--- src/speed_meas_pkg.sv ---
// speed measurement timer: shared constants, types and register map
package speed_meas_pkg;

  // ==========================================================
  // widths and carriers
  localparam int ADDR_W = 4;
  typedef logic [ADDR_W-1:0] addr_t;
  typedef logic [7:0]        byte_t;
  typedef logic [15:0]       count_t;
  typedef logic [3:0]        prescale_t;

  typedef struct packed {
    addr_t addr;
    byte_t wdata;
    logic  wr;
    logic  rd;
  } bus_req_s;

  typedef struct packed {
    logic emerg;
    logic speed_err;
    logic capture;
    logic ratio_up;
    logic ratio_down;
  } irq_flags_s;

  typedef struct packed {
    logic emerg;
    logic speed_err;
    logic capture;
    logic ratio;
  } irq_mask_s;

  typedef enum {MODE_CFG, MODE_SWITCHED, MODE_AUTO, MODE_SPEED} mode_e;

  // ==========================================================
  // register offsets
  localparam addr_t ADDR_TIMER_HIGH = 4'h0;
  localparam addr_t ADDR_TIMER_LOW  = 4'h1;
  localparam addr_t ADDR_CAP_HIGH   = 4'h2;
  localparam addr_t ADDR_CAP_LOW    = 4'h3;
  localparam addr_t ADDR_COMM_CMP   = 4'h4;
  localparam addr_t ADDR_SPEED_CMP  = 4'h5;
  localparam addr_t ADDR_PRESCALE   = 4'h6;
  localparam addr_t ADDR_CTRL_A     = 4'h7;
  localparam addr_t ADDR_CTRL_B     = 4'h8;
  localparam addr_t ADDR_ZERO_FILT  = 4'h9;
  localparam addr_t ADDR_IRQ_STATUS = 4'ha;
  localparam addr_t ADDR_IRQ_MASK   = 4'hb;

  // ==========================================================
  // field positions
  localparam int BIT_CLK_EN    = 0;
  localparam int BIT_SENS_LO   = 0;
  localparam int BIT_SENS_HI   = 1;
  localparam int BIT_AUTO_SW   = 2;
  localparam int BIT_EDGE_DIR  = 3;
  localparam int BIT_ENC_CAP   = 0;
  localparam int BIT_RATIO_DN  = 0;
  localparam int BIT_RATIO_UP  = 1;

  // ==========================================================
  // reset values and fixed figures
  localparam byte_t     BYTE_RST    = 8'h00;
  localparam count_t    COUNT_RST   = 16'h0000;
  localparam count_t    COUNT_MAX   = 16'hffff;
  localparam count_t    COUNT_LOW   = 16'h5500;
  localparam byte_t     CMP_LOW     = 8'hff;
  localparam prescale_t PRESCALE_MIN = 4'h0;
  localparam prescale_t PRESCALE_MAX = 4'hf;
  localparam logic [1:0] SENS_NONE  = 2'h0;
  localparam logic [1:0] SENS_TACHO = 2'h1;
  localparam logic [1:0] SENS_HALL  = 2'h2;
  localparam logic [1:0] SENS_ENC   = 2'h3;

endpackage : speed_meas_pkg

--- src/capture_src.sv ---
// capture source: picks the capture event for the selected sensor
`timescale 1ns/1ns
`default_nettype none
module capture_src (
  // clock and reset
  input  wire logic        clk,
  input  wire logic        rst,
  // sensor inputs
  input  wire logic        tacho_in,
  input  wire logic        rtc_pulse,
  input  wire logic        timer_high_rd,
  // configuration
  input  wire logic [1:0]  sensor_type_select,
  input  wire logic        edge_direction_bit,
  input  wire logic        encoder_capture_select,
  // event out
  output logic             cap_evt
);

  logic tacho_q;
  logic rise;
  logic fall;
  logic tacho_edge;
  logic hall_edge;
  logic enc_evt;

  // ==========================================================
  // edge detection on the tacho or hall input
  assign rise       = tacho_in && !tacho_q;
  assign fall       = !tacho_in && tacho_q;
  assign tacho_edge = edge_direction_bit ? fall : rise;
  assign hall_edge  = rise || fall;
  assign enc_evt    = encoder_capture_select ? timer_high_rd : rtc_pulse;
  assign cap_evt    = (sensor_type_select == speed_meas_pkg::SENS_TACHO) ? tacho_edge
                    : (sensor_type_select == speed_meas_pkg::SENS_HALL)  ? hall_edge
                    : (sensor_type_select == speed_meas_pkg::SENS_ENC)   ? enc_evt
                    : 1'b0;

  // previous input level
  always_ff @(posedge clk)
  begin
    if (rst)
      tacho_q <= 1'b0;
    else
      tacho_q <= tacho_in;
  end

endmodule : capture_src
`default_nettype wire

--- src/prescale_div.sv ---
// prescaler: divides source pulses by two to the power of the prescale field
`timescale 1ns/1ns
`default_nettype none
module prescale_div (
  // clock and reset
  input  wire logic                       clk,
  input  wire logic                       rst,
  // source and setting
  input  wire logic                       src_pulse,
  input  wire logic                       run,
  input  wire speed_meas_pkg::prescale_t  prescale,
  // divided tick
  output logic                            tick
);

  logic [14:0] div_q;
  logic [14:0] div_d;
  logic [14:0] div_top;

  // ==========================================================
  // terminal count of the divider
  assign div_top = 15'((16'h0001 << prescale) - 16'h0001);
  // at or above the top so a lowered prescale cannot strand the divider
  assign tick    = run && src_pulse && (div_q >= div_top);
  assign div_d   = !run ? 15'h0000 : tick ? 15'h0000 : src_pulse ? div_q + 15'h0001 : div_q;

  // divider state
  always_ff @(posedge clk)
  begin
    if (rst)
      div_q <= 15'h0000;
    else
      div_q <= div_d;
  end

endmodule : prescale_div
`default_nettype wire

--- src/speed_meas_timer.sv ---
// speed measurement timer with auto prescaler, capture and register port
`timescale 1ns/1ns
`default_nettype none
module speed_meas_timer (
  // clock and reset
  input  wire logic                         clk,
  input  wire logic                         rst,
  // register port
  input  wire speed_meas_pkg::bus_req_s     req,
  output logic [7:0]                        rdata,
  // sensor inputs
  input  wire logic                         tacho_in,
  input  wire logic                         encoder_pulse,
  input  wire logic                         rtc_pulse,
  input  wire logic                         emergency_stop_input,
  // interrupt requests
  output logic                              ratio_irq,
  output logic                              capture_irq,
  output logic                              safety_irq
);

  // ==========================================================
  // registers
  speed_meas_pkg::count_t     cnt_q;
  speed_meas_pkg::count_t     cnt_d;
  speed_meas_pkg::count_t     cap_q;
  speed_meas_pkg::count_t     cap_d;
  speed_meas_pkg::prescale_t  st_q;
  speed_meas_pkg::prescale_t  st_d;
  speed_meas_pkg::byte_t      comm_cmp_q;
  speed_meas_pkg::byte_t      speed_cmp_q;
  speed_meas_pkg::byte_t      ctrl_a_q;
  speed_meas_pkg::byte_t      ctrl_b_q;
  speed_meas_pkg::byte_t      zero_filt_q;
  speed_meas_pkg::irq_flags_s flags_q;
  speed_meas_pkg::irq_flags_s flags_d;
  speed_meas_pkg::irq_mask_s  mask_q;
  logic                       lock_q;
  logic                       lock_d;
  logic [7:0]                 rdata_q;

  // ==========================================================
  // decoded controls
  speed_meas_pkg::mode_e mode;
  logic [1:0]            sensor_type_select;
  logic                  auto_switch_select;
  logic                  clock_enable;
  logic                  edge_direction_bit;
  logic                  encoder_capture_select;
  logic                  speed_mode;
  logic                  is_encoder;
  logic                  src_pulse;
  logic                  tick;
  logic                  cap_evt;
  logic                  cap_take;
  logic                  up_set;
  logic                  down_set;
  logic                  speed_err_hit;
  speed_meas_pkg::count_t err_limit;
  logic [4:0]            clr_bits;
  logic [7:0]            rd_mux;

  // address hit for one register
  function automatic logic hit(input speed_meas_pkg::addr_t a, input speed_meas_pkg::addr_t k);
    hit = (a == k);
  endfunction : hit

  logic wr_timer_high;
  logic wr_timer_low;
  logic wr_cap_high;
  logic wr_cap_low;
  logic wr_comm;
  logic wr_speed;
  logic wr_prescale;
  logic wr_ctrl_a;
  logic wr_ctrl_b;
  logic wr_zero;
  logic wr_status;
  logic wr_mask;
  logic rd_timer_high;
  logic rd_cap_high;
  logic rd_cap_low;

  // write strobes per register, read strobes for timer high and the two capture bytes
  assign wr_timer_high = req.wr && hit(req.addr, speed_meas_pkg::ADDR_TIMER_HIGH);
  assign wr_timer_low  = req.wr && hit(req.addr, speed_meas_pkg::ADDR_TIMER_LOW);
  assign wr_cap_high   = req.wr && hit(req.addr, speed_meas_pkg::ADDR_CAP_HIGH);
  assign wr_cap_low    = req.wr && hit(req.addr, speed_meas_pkg::ADDR_CAP_LOW);
  assign wr_comm       = req.wr && hit(req.addr, speed_meas_pkg::ADDR_COMM_CMP);
  assign wr_speed      = req.wr && hit(req.addr, speed_meas_pkg::ADDR_SPEED_CMP);
  assign wr_prescale   = req.wr && hit(req.addr, speed_meas_pkg::ADDR_PRESCALE);
  assign wr_ctrl_a     = req.wr && hit(req.addr, speed_meas_pkg::ADDR_CTRL_A);
  assign wr_ctrl_b     = req.wr && hit(req.addr, speed_meas_pkg::ADDR_CTRL_B);
  assign wr_zero       = req.wr && hit(req.addr, speed_meas_pkg::ADDR_ZERO_FILT);
  assign wr_status     = req.wr && hit(req.addr, speed_meas_pkg::ADDR_IRQ_STATUS);
  assign wr_mask       = req.wr && hit(req.addr, speed_meas_pkg::ADDR_IRQ_MASK);
  assign rd_timer_high = req.rd && hit(req.addr, speed_meas_pkg::ADDR_TIMER_HIGH);
  assign rd_cap_high   = req.rd && hit(req.addr, speed_meas_pkg::ADDR_CAP_HIGH);
  assign rd_cap_low    = req.rd && hit(req.addr, speed_meas_pkg::ADDR_CAP_LOW);

  // mode decode from control bits
  assign clock_enable           = ctrl_a_q[speed_meas_pkg::BIT_CLK_EN];
  assign sensor_type_select     = ctrl_b_q[speed_meas_pkg::BIT_SENS_HI:speed_meas_pkg::BIT_SENS_LO];
  assign auto_switch_select     = ctrl_b_q[speed_meas_pkg::BIT_AUTO_SW];
  assign edge_direction_bit     = ctrl_b_q[speed_meas_pkg::BIT_EDGE_DIR];
  assign encoder_capture_select = zero_filt_q[speed_meas_pkg::BIT_ENC_CAP];
  assign mode = !clock_enable ? speed_meas_pkg::MODE_CFG
              : (sensor_type_select != speed_meas_pkg::SENS_NONE) ? speed_meas_pkg::MODE_SPEED
              : auto_switch_select ? speed_meas_pkg::MODE_AUTO
              : speed_meas_pkg::MODE_SWITCHED;
  assign speed_mode = (mode == speed_meas_pkg::MODE_SPEED);
  assign is_encoder = (sensor_type_select == speed_meas_pkg::SENS_ENC);

  // ==========================================================
  // count source and capture source
  assign src_pulse = is_encoder ? encoder_pulse : 1'b1;

  prescale_div prescale_div_i (
    .clk       (clk),
    .rst       (rst),
    .src_pulse (src_pulse),
    .run       (speed_mode),
    .prescale  (st_q),
    .tick      (tick)
  );

  capture_src capture_src_i (
    .clk                    (clk),
    .rst                    (rst),
    .tacho_in               (tacho_in),
    .rtc_pulse              (rtc_pulse),
    .timer_high_rd          (rd_timer_high),
    .sensor_type_select     (sensor_type_select),
    .edge_direction_bit     (edge_direction_bit),
    .encoder_capture_select (encoder_capture_select),
    .cap_evt                (cap_evt)
  );

  // a capture while the low byte is locked is dropped
  assign cap_take = speed_mode && cap_evt && !lock_q;

  // speed error limit is compare byte over a fixed FF low byte
  assign err_limit     = {speed_cmp_q, speed_meas_pkg::CMP_LOW};
  assign speed_err_hit = speed_mode && (cnt_q > err_limit);

  // ==========================================================
  // counter and prescaler next state
  // left shift of the freshly cleared count
  function automatic speed_meas_pkg::count_t count_t_shl(input speed_meas_pkg::count_t v);
    count_t_shl = {v[14:0], 1'b0};
  endfunction : count_t_shl

  // counter and prescaler update
  always_comb
  begin
    cnt_d    = cnt_q;
    st_d     = st_q;
    up_set   = 1'b0;
    down_set = 1'b0;
    unique case (mode)
      speed_meas_pkg::MODE_CFG:
      begin
        if (wr_timer_high)
          cnt_d[15:8] = req.wdata;
        if (wr_timer_low)
          cnt_d[7:0] = req.wdata;
        if (wr_prescale)
          st_d = req.wdata[3:0];
      end
      speed_meas_pkg::MODE_SWITCHED:
      begin
        if (wr_status && req.wdata[speed_meas_pkg::BIT_RATIO_DN]
            && st_q != speed_meas_pkg::PRESCALE_MIN)
          st_d = st_q - 4'h1;
        else if (wr_status && req.wdata[speed_meas_pkg::BIT_RATIO_UP]
                 && st_q != speed_meas_pkg::PRESCALE_MAX)
          st_d = st_q + 4'h1;
      end
      speed_meas_pkg::MODE_AUTO:
      begin
        st_d = st_q;
      end
      speed_meas_pkg::MODE_SPEED:
      begin
        // counting is always upward, whatever the edge direction bit
        if (cap_take)
        begin
          cnt_d = speed_meas_pkg::COUNT_RST;
          if (cnt_q < speed_meas_pkg::COUNT_LOW
              && st_q != speed_meas_pkg::PRESCALE_MIN)
          begin
            st_d     = st_q - 4'h1;
            cnt_d    = count_t_shl(speed_meas_pkg::COUNT_RST);
            down_set = 1'b1;
          end
        end
        else if (tick)
        begin
          if (cnt_q != speed_meas_pkg::COUNT_MAX)
            cnt_d = cnt_q + 16'h0001;
          else if (st_q != speed_meas_pkg::PRESCALE_MAX)
          begin
            st_d   = st_q + 4'h1;
            cnt_d  = cnt_q >> 1;
            up_set = 1'b1;
          end
          else
            cnt_d = cnt_q;
        end
      end
    endcase
  end

  // capture register: hardware copy, else software write
  always_comb
  begin
    cap_d = cap_q;
    if (cap_take)
      cap_d = cnt_q;
    else
    begin
      if (wr_cap_high)
        cap_d[15:8] = req.wdata;
      if (wr_cap_low)
        cap_d[7:0] = req.wdata;
    end
  end

  // low byte lock between the two capture reads
  assign lock_d = !speed_mode ? 1'b0 : rd_cap_low ? 1'b0 : rd_cap_high ? 1'b1 : lock_q;

  // ==========================================================
  // flags: hardware set wins over software clear
  assign clr_bits = wr_status ? ~req.wdata[4:0] : 5'h00;
  always_comb
  begin
    flags_d = flags_q;
    if (mode != speed_meas_pkg::MODE_SWITCHED)
    begin
      flags_d.ratio_down = flags_q.ratio_down && !clr_bits[0];
      flags_d.ratio_up   = flags_q.ratio_up && !clr_bits[1];
    end
    flags_d.ratio_down = flags_d.ratio_down || down_set;
    flags_d.ratio_up   = flags_d.ratio_up || up_set;
    flags_d.capture    = (flags_q.capture && !clr_bits[2]) || cap_take;
    flags_d.speed_err  = (flags_q.speed_err && !clr_bits[3]) || speed_err_hit;
    flags_d.emerg      = (flags_q.emerg && !clr_bits[4]) || emergency_stop_input;
  end

  // interrupt requests, each under its own mask
  assign ratio_irq   = mask_q.ratio && (flags_q.ratio_up || flags_q.ratio_down);
  assign capture_irq = mask_q.capture && flags_q.capture;
  assign safety_irq  = (mask_q.speed_err && flags_q.speed_err)
                    || (mask_q.emerg && flags_q.emerg);

  // ==========================================================
  // read data selection
  assign rd_mux = hit(req.addr, speed_meas_pkg::ADDR_TIMER_HIGH) ? cnt_q[15:8]
                : hit(req.addr, speed_meas_pkg::ADDR_TIMER_LOW)  ? cnt_q[7:0]
                : hit(req.addr, speed_meas_pkg::ADDR_CAP_HIGH)   ? cap_q[15:8]
                : hit(req.addr, speed_meas_pkg::ADDR_CAP_LOW)    ? cap_q[7:0]
                : hit(req.addr, speed_meas_pkg::ADDR_COMM_CMP)   ? comm_cmp_q
                : hit(req.addr, speed_meas_pkg::ADDR_SPEED_CMP)  ? speed_cmp_q
                : hit(req.addr, speed_meas_pkg::ADDR_PRESCALE)   ? {4'h0, st_q}
                : hit(req.addr, speed_meas_pkg::ADDR_CTRL_A)     ? ctrl_a_q
                : hit(req.addr, speed_meas_pkg::ADDR_CTRL_B)     ? ctrl_b_q
                : hit(req.addr, speed_meas_pkg::ADDR_ZERO_FILT)  ? zero_filt_q
                : hit(req.addr, speed_meas_pkg::ADDR_IRQ_STATUS) ? {3'h0, flags_q}
                : hit(req.addr, speed_meas_pkg::ADDR_IRQ_MASK)   ? {4'h0, mask_q}
                : 8'h00;
  assign rdata = rdata_q;

  // ==========================================================
  // timer state registers; counter, prescaler and capture also move without a bus write
  always_ff @(posedge clk)
  begin
    if (rst)
    begin
      cnt_q  <= speed_meas_pkg::COUNT_RST;
      st_q   <= speed_meas_pkg::PRESCALE_MIN;
      cap_q  <= speed_meas_pkg::COUNT_RST;
      lock_q <= 1'b0;
    end
    else
    begin
      cnt_q  <= cnt_d;
      st_q   <= st_d;
      cap_q  <= cap_d;
      lock_q <= lock_d;
    end
  end

  // software-owned configuration registers
  always_ff @(posedge clk)
  begin
    if (rst)
    begin
      comm_cmp_q  <= speed_meas_pkg::BYTE_RST;
      speed_cmp_q <= speed_meas_pkg::BYTE_RST;
      ctrl_a_q    <= speed_meas_pkg::BYTE_RST;
      ctrl_b_q    <= speed_meas_pkg::BYTE_RST;
      zero_filt_q <= speed_meas_pkg::BYTE_RST;
    end
    else
    begin
      if (wr_comm && !speed_mode)
        comm_cmp_q <= req.wdata;
      if (wr_speed)
        speed_cmp_q <= req.wdata;
      if (wr_ctrl_a)
        ctrl_a_q <= req.wdata;
      if (wr_ctrl_b)
        ctrl_b_q <= req.wdata;
      if (wr_zero)
        zero_filt_q <= req.wdata;
    end
  end

  // flags, masks and read data
  always_ff @(posedge clk)
  begin
    if (rst)
    begin
      flags_q <= '0;
      mask_q  <= '0;
      rdata_q <= speed_meas_pkg::BYTE_RST;
    end
    else
    begin
      flags_q <= flags_d;
      if (wr_mask)
        mask_q <= req.wdata[3:0];
      rdata_q <= req.rd ? rd_mux : speed_meas_pkg::BYTE_RST;
    end
  end
endmodule : speed_meas_timer
`default_nettype wire

--- config.mk ---
export PLATFORM = sky130hd
export DESIGN_NAME = speed_meas_timer
export DESIGN_NICKNAME = d
export VERILOG_FILES = /design/src/speed_meas_pkg.sv /design/src/capture_src.sv /design/src/prescale_div.sv /design/src/speed_meas_timer.sv
export SDC_FILE = /design/constraint.sdc
export NUM_CORES = 1
export LEC_CHECK = 0
export ABC_AREA = 1
export BUFFER_PORTS_ARGS = -buffer_cell sky130_fd_sc_hd__buf_2
export CAP_MARGIN = 25
export CORE_MARGIN = 1.5
export CORE_UTILIZATION = 30
export CTS_BUF_LIST = sky130_fd_sc_hd__clkbuf_4
export CTS_CLUSTER_SIZE = 30
export DETAILED_ROUTE_END_ITERATION = 8
export GPL_TIMING_DRIVEN = 0
export PLACE_DENSITY = 0.55
export SLEW_MARGIN = 30
export SYNTH_ARGS = -nofsm -noshare
export SYNTH_HDL_FRONTEND = slang
export SYNTH_SLANG_ARGS = --single-unit
--- constraint.sdc ---
create_clock -name clk -period 5.05 [get_ports clk]
set_input_delay 1.01 -clock clk [delete_from_list [all_inputs] [get_ports clk]]
set_output_delay 1.01 -clock clk [all_outputs]
set_load 0.02 [all_outputs]
=== After elaboration in Yosys (flattened, before gate mapping) ===
Index checks and enable logic that the tools add are counted.

* Bits in registers: 110
* Bits in latches: 0
* Bits in writable memories: 0
* Bits in read-only memories: 0
* Output and inout bits: 11
* Logic and storage cells: 183
* Memories kept: 0

* Add/subtract/negate cells: 5
* $mul: 0
* Div/mod/pow operators: 0
* Order comparisons: 3
* Eq/ne operators: 30
* Shift-type cells: 1
* Multiplexer cells: 50
* Bitwise logic cells: 4
* Reduce and logical (&&, ||, !) cells: 67

{| class="wikitable"
|+ Operators by type and width
! operator !! number
|-
| $mux W8 || 14
|-
| $mux W16 || 5
|-
| $logic_and A1 B1 Y1 || 37
|-
| $mux W4 || 9
|-
| $logic_not A32 Y1 || 1
|-
| $pmux W16 S2 || 1
|-
| $add A16 B1 Y16 const B || 1
|-
| $eq A4 B3 Y1 const B || 4
|-
| $eq A4 B4 Y1 const B || 4
|-
| $gt A16 B16 Y1 || 1
|-
| $lt A16 B15 Y1 const B || 1
|-
| $ne A16 B16 Y1 const B || 1
|-
| $add A15 B1 Y15 const B || 1
|-
| $ge A15 B15 Y1 || 1
|-
| $shl A1 B4 Y15 const A || 1
|-
| $sub A15 B1 Y15 const B || 1
|-
| $mux W1 || 14
|-
| $ne A3 B3 Y1 const B || 4
|-
| $pmux W4 S3 || 1
|-
| $eq A2 B2 Y1 const B || 5
|-
| $mux W5 || 2
|-
| $logic_not A1 Y1 || 9
|-
| $eq A4 B2 Y1 const B || 2
|-
| $logic_or A1 B1 Y1 || 8
|-
| 18 further kinds || 32
|}

=== Depth between registers and ports, before layout ===
Gate-level depths: netlist of the first run.

* Depth after elaboration: 13
* Mapped depth: 23
* Mapped depth without buffers: 23

=== Hierarchy ===
Synthesis of the first run repeated with hierarchy kept, for this count alone.

* Cells, all modules: 1008
* Area, all modules: 6725.2 µm²

{| class="wikitable"
|+ Modules (own cells, without submodules)
! module !! instances !! cells an instance !! area an instance (µm²) !! seq. area each (µm²)
|-
| speed_meas_timer || 1 || 797 || 5287.6 || 1881.8
|-
| prescale_div || 1 || 192 || 1322.5 || 300.3
|-
| capture_src || 1 || 19 || 115.1 || 20.0
|}

=== Worst setup path after synthesis of the first run ===
Ideal clock, no wire load.

* Path type: register to register
* Start point: register st_q[0]
* End point: register prescale_div_i.div_q[11]
* Arrival: 3.050 ns
* Required time: 4.933 ns
* Setup slack: 1.883 ns
* Stages on the path, launching flop included: 22
* Period minus slack after synthesis: 3.167 ns
* Path through: dfxtp_1 > inv_1 > ha_1 > nand2_2 > ha_1 > nand3_2 > nor3_4 > nand3_2 > nor2_2 > nand4_1 > xor2_1 > ha_1 > nand2_1 > nor2_1 > inv_1 > nor2_1 > nand2_1 > nand3_1 > nand2_1 > nand3_1 > buf_2 > nor2_1

* Longest elaborated chain between the ends: 5

{| class="wikitable"
|+ RTL lines
! what !! line !! text
|-
| start, declared || speed_meas_timer.sv:28 || <nowiki>speed_meas_pkg::prescale_t st_q;</nowiki>
|-
| start signal, assigned || speed_meas_timer.sv:280 || <nowiki>st_q <= speed_meas_pkg::PRESCALE_MIN;</nowiki>
|-
| start signal, assigned || speed_meas_timer.sv:287 || <nowiki>st_q <= st_d;</nowiki>
|-
| $shl A1 B4 Y15 || prescale_div.sv:22 || <nowiki>assign div_top = 15'((16'h0001 << prescale) - 16'h0001);</nowiki>
|-
| $sub A15 B1 Y15 || prescale_div.sv:22 ||
|-
| $ge A15 B15 Y1 || prescale_div.sv:24 || <nowiki>assign tick = run && src_pulse && (div_q >= div_top);</nowiki>
|-
| $logic_and A1 B1 Y1 || prescale_div.sv:24 ||
|-
| $reduce_or A3 Y1 (no line) || n/a ||
|-
| end signal, assigned || prescale_div.sv:33 || <nowiki>div_q <= div_d;</nowiki>
|-
| end, declared || prescale_div.sv:16 || <nowiki>logic [14:0] div_q;</nowiki>
|}

Every way passes these cells.
A chain may end at the register's enable or synchronous reset.

=== Final worst setup path of the first run ===
* Start point: register st_q[0]
* End point: register prescale_div_i.div_q[8]

Same word-level chain as after synthesis.

==> results.txt, run 1 <==
Sequential share of the synthesized area: 30.7%
Antenna violation net count after detailed routing: 0
Hold Path Depth: 2
Synth cell types: 40
Inst Count DP: 1435
CTS clk-pin slew, worst paths: 0.22 ns
Layout cells sized above 1: 10.5%
Vias in the first global route: 6555
Initial antenna violation count: 1
Initial core utilization: 30.6%
Crit Path Class: flip-flop to flip-flop
Crit path capture type: flip-flop
Worst skew pair latency: 0.53 ns
First DRT Iteration DRCs: 606
Gate Count Post-Synth: 1090
Num CTS Buffers: 9
Post-Synth XOR/XNOR Area: 3.42%
Area grow syn2layout: 9.60%
Die area: 0.0249 sq mm
Worst Hold Class: flip-flop to flip-flop
HPWL after detailed placement: 17400 um
Max cap viols: 0
R2r startpoint: st_q[0]
GRT Resource Usage Total: 18.9%
Syn Nets: 1145
Most frequent cells in the layout: nand2_1, inv_1, nor2_1
Compound-Gate Fraction of Synth Area: 17.5%
Die height: 158 um
R2R depth: 21
Row count: 56
Cts hold-fix bufs: 0
CTS HTree Levels: 3
I/O pin count: 31
Commonest non-fill, non-tap cell in the layout: nand2_1
Final Slew Violations: 0
Worst slew margin: 36.3%
Routed WL: 22800 um
Outcome: finished, final reports clean
CTS max path bufs: 2
Post-synthesis mux area share: 0%
DRC Markers: 0
Die Wd: 158 um
CP required: 5.49 ns
Min Tclk post-route: 4.01 ns
Root buffer cell: clkbuf_4
Largest net degree at the start of global routing: 23
Main combinational cell family by area after synthesis: simple AND/OR/NAND/NOR gates
Pwr/cell area: 211 mW/mm^2
FILL cells: 2619
Clk sinks: 110
Max IR drop VDD: 0.141 mV
Core area: 0.0235 sq mm
Flops & latches, synth: 110
GPL Wtd Cong: 0.944
Drt pass-1 iters: 5
Per-cell routed wire length: 15.7 um
Final hold viol count: 0
Mean Syn Cell Area: 6.59 sq um
RSZ-0062 raised after global routing: false
Non-filler instance count after layout: 1453
CP Max Fanout: 10
Vias per Instance: 4.94
CTS tree: done
Final nets: 1182
Tcrit/Tclk final: 79.5%
Critical path arrival: 4.46 ns
Post-CTS sizing: 0
Clk_skew: 0.0388 ns
Ys Warns: 0
First-pass GRT wire length: 35800 um
FF-to-FF End: prescale_div_i.div_q[8]
Post-Synth Adder-Cell Area: 6.10%
Via Count: 7173
Synth Cell Area: 0.00718 sq mm
Remaining Overflow, GRT: 0
Setup TNS: 0 ns
Worst hold margin: 0.464 ns
Port Buffers: 26
Synth Area in Simple Gates: 31.5%
Post-CTS setup buffer count: 0
Launch point of the worst hold path: comm_cmp_q[4]
Fmax: 249 MHz
Crit path launch type: flip-flop
P_leak: 3.31 nW
Reg-to-reg slack, setup: 1.04 ns
Worst-Margin Slew: 0.956 ns
WHS Endpoint: comm_cmp_q[4]
Setup violators final: 0
==> worst max-delay path, stage by stage, from the launching register on <==
cell	delay [ns]
dfxtp_1	0.48
inv_1	0.17
ha_1	0.32
nand2_2	0.16
ha_1	0.26
nand3_2	0.14
nor3_4	0.18
nand3_2	0.12
nor2_2	0.11
nand4_1	0.10
xor2_1	0.16
ha_1	0.29
nand2_1	0.09
inv_1	0.05
nand2_1	0.06
nand2_1	0.05
a21oi_1	0.11
nand3_1	0.21
nand2_1	0.12
nand3_1	0.32
buf_2	0.33
a21oi_1	0.13
==> logic make-up after synthesis <==
group	count (synthesis)
simple gates	494
compound gates	230
buf+inv	193
flops	110
fa+ha+maj	35
xor+xnor	28
==> layout make-up <==
cell class	instances	area (sq um)	area share, %
timing repair buffer	26	130	1.65
inverter	158	593	7.54
multi-input combinational	787	4200	53.4
clock buffer	9	67.6	0.859
clock inverter	7	86.3	1.10
buffer	35	186	2.37
tap	319	399	5.07
sequential	110	2200	28.0
antenna	2	5.00	0.0636
==> report_power, final <==
group | leakage (nW) | switching [mW] | internal (mW)
registers | 0.889 | 0.0140 | 0.885
logic | 2.34 | 0.187 | 0.0940
clock network | 0.0813 | 0.359 | 0.123
==> synth_stat cells <==
| library cell | number | area (sq um) |
|---|---|---|
| o21ai_1 | 6 | 30.0 |
| nor3_4 | 1 | 16.3 |
| o21ai_0 | 79 | 395 |
| nor2_1 | 130 | 488 |
| xor2_1 | 20 | 175 |
| buf_4 | 4 | 30.0 |
| nand3_4 | 1 | 17.5 |
| nor3_2 | 1 | 10.0 |
| nand3b_1 | 10 | 75.1 |
| nand3_1 | 63 | 315 |
| o31ai_1 | 1 | 7.51 |
| inv_1 | 149 | 559 |
| a21oi_1 | 108 | 541 |
| nor2_4 | 6 | 67.6 |
| nor2_2 | 12 | 75.1 |
| nor3_1 | 6 | 30.0 |
| xnor2_1 | 8 | 70.1 |
| nor4_1 | 1 | 6.26 |
| o21ai_2 | 1 | 8.76 |
| o21ai_4 | 1 | 16.3 |
| or2_2 | 1 | 6.26 |
| nand3_2 | 8 | 80.1 |
| dfxtp_1 | 110 | 2200 |
| o221ai_1 | 5 | 43.8 |
| a21oi_2 | 1 | 8.76 |
| nand2_1 | 217 | 815 |
| nor3b_1 | 3 | 22.5 |
| inv_2 | 9 | 33.8 |
| o22ai_1 | 15 | 93.8 |
| nand2_2 | 9 | 56.3 |
| buf_2 | 13 | 65.1 |
| nand4_1 | 20 | 125 |
| o2bb2ai_1 | 6 | 52.6 |
| a21boi_0 | 3 | 22.5 |
| o2111a_1 | 1 | 11.3 |
| buf_6 | 3 | 33.8 |
| o211ai_1 | 3 | 22.5 |
| clkbuf_1 | 15 | 56.3 |
| ha_1 | 35 | 438 |
| nand2_4 | 5 | 56.3 |
==> sequential cells by signal, indices dropped and copies added (netlist names), 4 cells and up <==
name	count
cap_q	16
cnt_q	16
comm_cmp_q	8
ctrl_a_q	8
ctrl_b_q	8
flags_q	5
mask_q	4
prescale_div_i.div_q	15
rdata	8
speed_cmp_q	8
st_q	4
zero_filt_q	8
==> per-layer routing <==
metal	vias to the layer above	track usage, %	share of wire [%]
met5	-	0	0
met4	0	6.20	2.6
met3	41	3.75	6.2
met2	231	30.4	45
met1	3279	25.1	46
li1	3622	-	-
==> worst max path at each step <==
stage | start | end | slack, ns | depth (start not counted)
global route | st_q[0] | prescale_div_i.div_q[12] | 0.57 | 21
CTS | st_q[0] | prescale_div_i.div_q[8] | 1.01 | 21
floorplan | st_q[0] | prescale_div_i.div_q[11] | 1.88 | 21
detailed placement | st_q[0] | prescale_div_i.div_q[11] | 1.04 | 21
finish | st_q[0] | prescale_div_i.div_q[8] | 1.04 | 21
global placement | st_q[0] | prescale_div_i.div_q[14] | 1.08 | 21
==> metrics by stage <==
stage               setup slack, ns  power [mW]  cell area [sq um]  util (%)
floorplan                      1.88        1.11               7180         -
global placement               1.08        1.19               7710      32.8
detailed placement             1.04        1.20               7710      32.8
CTS                            1.01        1.68               7860      33.5
global route                  0.573        1.75               7870      33.5
finish                         1.04        1.66               7870      33.5
Power figures use the tool's default switching activity.
==> run 2: changes to the inputs <==
- PLACE_DENSITY: 0.55 -> 0.56
- clock period: 5.05 -> 3.6 ns (I/O delays scaled with it)
==> results.txt, run 2 (synthesized netlist as in run 1, its figures left out) <==
Initial antenna violation count: 1 (unchanged)
Worst skew pair latency: 0.54 ns (about the same)
Worst-Margin Slew: 0.946 ns (-0.00944 ns)
CTS clk-pin slew, worst paths: 0.20 ns (-0.02 ns)
Vias in the first global route: 6614 (+0.90%)
Worst slew margin: 36.9% (+0.63 points)
Antenna violation net count after detailed routing: 0 (unchanged)
GPL Wtd Cong: 0.938 (-0.69%)
Vias per Instance: 4.95 (+0.19%)
Via Count: 7261 (+1.2%)
Switching part of the total power: 33.0% (-0.70 points)
Max cap viols: 0 (unchanged)
Num CTS Buffers: 9 (unchanged)
Min Tclk post-route: 3.37 ns (-0.639 ns)
P_leak: 3.45 nW (+4.0%)
Initial core utilization: 30.6% (unchanged)
Top Family by Delay on Critical Path: simple AND/OR/NAND/NOR gates
Die area: 0.0249 sq mm (unchanged)
Cts hold-fix bufs: 0 (unchanged)
Inst Count DP: 1435 (unchanged)
Remaining Overflow, GRT: 0 (unchanged)
Row count: 56 (unchanged)
Max IR drop VDD: 0.147 mV (+4.0%)
Outcome: finished, final reports clean
Worst Hold Class: primary input to flip-flop
I/O pin count: 31 (unchanged)
CP Max Fanout: 7 (-3)
Clk_skew: 0.0281 ns (-0.0107 ns)
Per-cell routed wire length: 15.9 um (+1.2%)
Drt pass-1 iters: 5 (unchanged)
Crit Path Class: flip-flop to flip-flop
Critical path buffers and inverters: 3 (unchanged)
Die height: 158 um (unchanged)
Most frequent cells in the layout: nand2_1, inv_1, nor2_1
GRT Resource Usage Total: 19.1% (+0.25 points)
Die Wd: 158 um (unchanged)
Largest stage delay on the critical path: 0.43 ns (-0.05 ns)
Sequential Power Share: 51.3% (-2.8 points)
Root buffer cell: clkbuf_4
CTS HTree Levels: 3 (unchanged)
Commonest non-fill, non-tap cell in the layout: nand2_1
Port Buffers: 26 (unchanged)
Pint: 1.65 mW (+49%)
Crit path top cell by count: nand3_4
Launch point of the worst hold path: tacho_in
Final nets: 1198 (+1.4%)
DRC Markers: 0 (unchanged)
Clk sinks: 110 (unchanged)
Crit path launch type: flip-flop
Crit path capture type: flip-flop
First DRT Iteration DRCs: 566 (-6.6%)
Final Core Density: 34.9% (+1.4 points)
Final Slew Violations: 0 (unchanged)
Worst Setup SP: st_q[1]
Pwr/cell area: 300 mW/mm^2 (+42%)
Switching power: 0.811 mW (+45%)
Routed WL: 23300 um (+2.2%)
Area grow syn2layout: 14.1%
HPWL after detailed placement: 17500 um (+0.29%)
Fmax: 296 MHz (+19%)
Largest net degree at the start of global routing: 23 (unchanged)
First-pass GRT wire length: 36300 um (+1.3%)
Post-Place Setup Slack: -0.377 ns (-1.42 ns)
Final worst-path setup slack: 0.225 ns (-0.811 ns)
CP required: 4.08 ns (-1.41 ns)
Largest regs: cap_q (16), cnt_q (16), prescale_div_i.div_q (15)
Slowest-stage cell, CP: dfxtp_4
Combinational Power Share: 17.9% (+1.0 points)
Critical path arrival: 3.85 ns (-0.61 ns)
Clock Power Share: 30.7% (+1.7 points)
Non-filler instance count after layout: 1468 (+1.0%)
Worst hold margin: 0.423 ns (-0.0412 ns)
R2r startpoint: st_q[1]
Core area: 0.0235 sq mm (unchanged)
CTS tree: done
Final hold viol count: 0 (unchanged)
Worst-path cell chain: clkinvlp_4 > ha_4 > nand2_4 > ha_4 > nand3_4 > nor3_4 > nand3_2 > nor2_2 > nand4_1 > xor2_1 > ha_1 > nand2_1 > nor2_2 > buf_4 > a21oi_2 > nand3_4 > nand3_4 > nand2_8 > buf_8 > nand3_1 > nand2_1 > nor2_1
CTS max path bufs: 2 (unchanged)
Layout cells sized above 1: 13.0% (+2.5 points)
Tcrit/Tclk final: 93.7% (+14 points)
Setup violators final: 0 (unchanged)
==> run 2: worst min-delay path, stage by stage <==
cell and delay (ns):
buf_2 0.09, inv_1 0.05, nor2_1 0.07
==> run 2: what timing repair did <==
item	in CTS	in global routing
hold endpoints to repair	0	0
buffers inserted	0	14
cloned	0	2
endpoints found under the setup margin	35	36
gates resized for setup	7	26
pin swaps	0	12
==> run 2: final cells by class <==
class | count | area (sq um)
antenna | 1 | 2.50
buffer | 35 | 206
clock buffer | 9 | 67.6
clock inverter | 7 | 110
fill | 2576 | 15300
inverter | 158 | 603
multi-input combinational | 787 | 4310
sequential | 110 | 2210
tap | 319 | 399
timing repair buffer | 42 | 285
==> run 2: power groups by stage <==
stage / combinational [mW] / sequential [mW] / clock (mW)
detailed placement: 0.391 / 1.29 / 0
CTS: 0.395 / 1.26 / 0.785
floorplan: 0.278 / 1.28 / 0
global route: 0.493 / 1.27 / 0.821
finish: 0.441 / 1.26 / 0.756
global placement: 0.391 / 1.29 / 0
==> run 2: final timing paths <==
kind	cells after the start	slack, ns	end
worst max register to register	22	0.23	cnt_q[13]
worst min-delay path	3	0.42	capture_src_i.tacho_q
worst min register to register	2	0.46	comm_cmp_q[4]
worst max-delay path	22	0.23	cnt_q[13]
==> run 2: metrics by stage <==
stage	instance area (sq um)	TNS, ns	power (mW)
final	8190	0	2.46
after global routing	8190	-0.340	2.58
after CTS	7910	0	2.44
after detailed placement	7710	-7.44	1.68
after global placement	7710	-7.11	1.68
after floorplan	7180	0	1.56
==> run 2: per-layer routing <==
metal	GRT usage, %	vias up	wire length, um
li1	-	3661	-
met1	25.0	3338	10500
met2	31.6	218	10800
met3	3.09	44	1320
met4	6.65	0	642
met5	0	-	0
==> run 3: changes to the inputs <==
- BUFFER_PORTS_ARGS: -buffer_cell sky130_fd_sc_hd__buf_2 -> default
- DONT_BUFFER_PORTS: default -> 1
- PLACE_DENSITY: 0.56 -> 0.55
==> results.txt, run 3 (synthesized netlist as in run 1, its figures left out) <==
FILL cells: 2638 (+2.4%)
Worst skew pair latency: 0.55 ns (about the same)
P_leak: 3.33 nW (-3.5%)
Worst Setup SP: st_q[0]
Clk_skew: 0.0406 ns (+0.0125 ns)
CTS max path bufs: 2 (unchanged)
Fmax: 295 MHz (-0.57%)
Clock Power Share: 29.8% (-0.9 points)
CTS HTree Levels: 3 (unchanged)
Final Slew Violations: 0 (unchanged)
Core area: 0.0235 sq mm (unchanged)
Area grow syn2layout: 12.7%
Vias in the first global route: 6582 (-0.48%)
Tcrit/Tclk final: 94.3% (+0.54 points)
Critical path arrival: 3.87 ns (+0.02 ns)
Row count: 56 (unchanged)
Pwr/cell area: 299 mW/mm^2 (-0.32%)
Switching power: 0.830 mW (+2.4%)
CP Max Fanout: 10 (+3)
Worst Hold Class: primary input to flip-flop
GPL Wtd Cong: 0.956 (+2.0%)
Final worst-path setup slack: 0.206 ns (-0.0195 ns)
Crit Path Class: flip-flop to flip-flop
Commonest non-fill, non-tap cell in the layout: nand2_1
First-pass GRT wire length: 36300 um (about the same)
Clk sinks: 110 (unchanged)
Via Count: 7142 (-1.6%)
Root buffer cell: clkbuf_4
RSZ-0062 raised after global routing: true
Pint: 1.59 mW (-3.5%)
GRT Resource Usage Total: 19.2% (+0.061 points)
Crit path capture type: flip-flop
Routed WL: 23400 um (+0.65%)
Per-cell routed wire length: 16.2 um (+2.0%)
Largest net degree at the start of global routing: 25 (+8.7%)
Die Wd: 158 um (unchanged)
I/O pin count: 31 (unchanged)
R2r startpoint: st_q[0]
Max cap viols: 0 (unchanged)
Crit path launch type: flip-flop
First DRT Iteration DRCs: 556 (-1.8%)
Sequential Power Share: 52.3% (+1.0 points)
Num CTS Buffers: 9 (unchanged)
Min Tclk post-route: 3.39 ns (+0.0195 ns)
Antenna violation net count after detailed routing: 0 (unchanged)
Setup violators final: 0 (unchanged)
Post-Place Setup Slack: -0.418 ns (-0.0402 ns)
CTS tree: done
Switching part of the total power: 34.3% (+1.3 points)
Final nets: 1177 (-1.8%)
Initial antenna violation count: 2 (+1)
Vias per Instance: 4.93 (-0.28%)
Port Buffers: 0 (-100%)
Max IR drop VDD: 0.160 mV (+9.1%)
CP required: 4.08 ns (about the same)
DRC Markers: 0 (unchanged)
Initial core utilization: 30.6% (unchanged)
Launch point of the worst hold path: rst
Drt pass-1 iters: 5 (unchanged)
Worst-Margin Slew: 0.979 ns (+0.0320 ns)
Most frequent cells in the layout: nand2_1, inv_1, nor2_1
Die height: 158 um (unchanged)
Die area: 0.0249 sq mm (unchanged)
Combinational Power Share: 17.9% (about the same)
Largest regs: cap_q (16), cnt_q (16), prescale_div_i.div_q (15)
Outcome: finished, final reports clean
Final hold viol count: 0 (unchanged)
HPWL after detailed placement: 17500 um (about the same)
Remaining Overflow, GRT: 0 (unchanged)
Worst slew margin: 34.8% (-2.1 points)
CTS clk-pin slew, worst paths: 0.22 ns (+0.02 ns)
Sequential cell area: 0.00221 sq mm (unchanged)
Layout cells sized above 1: 11.7% (-1.3 points)
Area of the multi-input gates: 0.00434 sq mm (+0.81%)
Pwr Total: 2.42 mW (-1.5%)
-- run 3: changes by cell type in the layout (fill, tap and decap cells not counted), sizes merged --
| cell | delta |
|---|---|
| buf | -20 |
| bufinv | -1 |
| clkbuf | -1 |
| diode | +1 |
| inv | +1 |
-- run 3: cell type report --
cell class                 instances  area share, %
clock buffer                       9          0.835
clock inverter                     7           1.19
sequential                       110           27.3
inverter                         158           7.42
antenna                            2         0.0618
multi-input combinational        787           53.7
timing repair buffer              21           2.16
buffer                            35           2.41
tap                              319           4.93
-- run 3: repair_timing --
| action | in CTS | in global routing |
|---|---|---|
| buffers inserted | 0 | 19 |
| endpoints found under the setup margin | 35 | 36 |
| resized for setup | 7 | 31 |
| hold buffers | 0 | 0 |
| pin swaps | 0 | 17 |
| cloned | 0 | 2 |
-- run 3: final timing paths --
check | end | slack [ns] | cells after the start
max | prescale_div_i.div_q[14] | 0.21 | 20
min | ctrl_a_q[2] | 0.21 | 1
max reg2reg | prescale_div_i.div_q[14] | 0.21 | 20
min reg2reg | comm_cmp_q[1] | 0.46 | 2
-- run 3: per-stage QoR --
step / instance area, sq um / utilization [%] / TNS (ns) / hold WS (ns) / std cells
floorplan: 7180 / - / 0 / 0.423 / 1090
detailed placement: 7580 / 32.3 / -8.83 / 0.437 / 1409
finish: 8090 / 34.5 / 0 / 0.209 / 1448
global placement: 7580 / 32.3 / -7.46 / 0.435 / 1409
CTS: 7760 / 33.1 / 0 / 0.183 / 1425
global route: 8090 / 34.5 / -0.272 / 0.174 / 1448
-- run 3: routing by layer --
layer	part of all wire, %	wire [um]	GRT usage [%]
met2	46	10900	31.4
met5	0	0	0
met3	4.7	1110	3.23
met1	47	10900	25.5
met4	2.1	490	5.93
-- run 3: power by group through the flow --
stage                     clock network [mW]  registers (mW)  logic (mW)
after floorplan                            0            1.28       0.278
after detailed placement                   0            1.29       0.371
after global placement                     0            1.29       0.369
final                                  0.722            1.26       0.434
after CTS                              0.747            1.26       0.374
after global routing                   0.785            1.27       0.486
-- run 3: critical path, stage by stage (launching register included) --
cell	delay, ns
dfxtp_4	0.43
clkinvlp_4	0.18
ha_4	0.23
nand2_4	0.09
ha_4	0.17
nand3_4	0.09
nor3_4	0.21
nand3_2	0.11
nor2_2	0.13
nand4_1	0.10
xor2_1	0.16
ha_1	0.32
nand2_2	0.11
nor2_4	0.04
buf_4	0.13
a21oi_4	0.15
nand3_4	0.12
nand2_1	0.12
nand3_4	0.14
buf_4	0.22
nor2_1	0.12
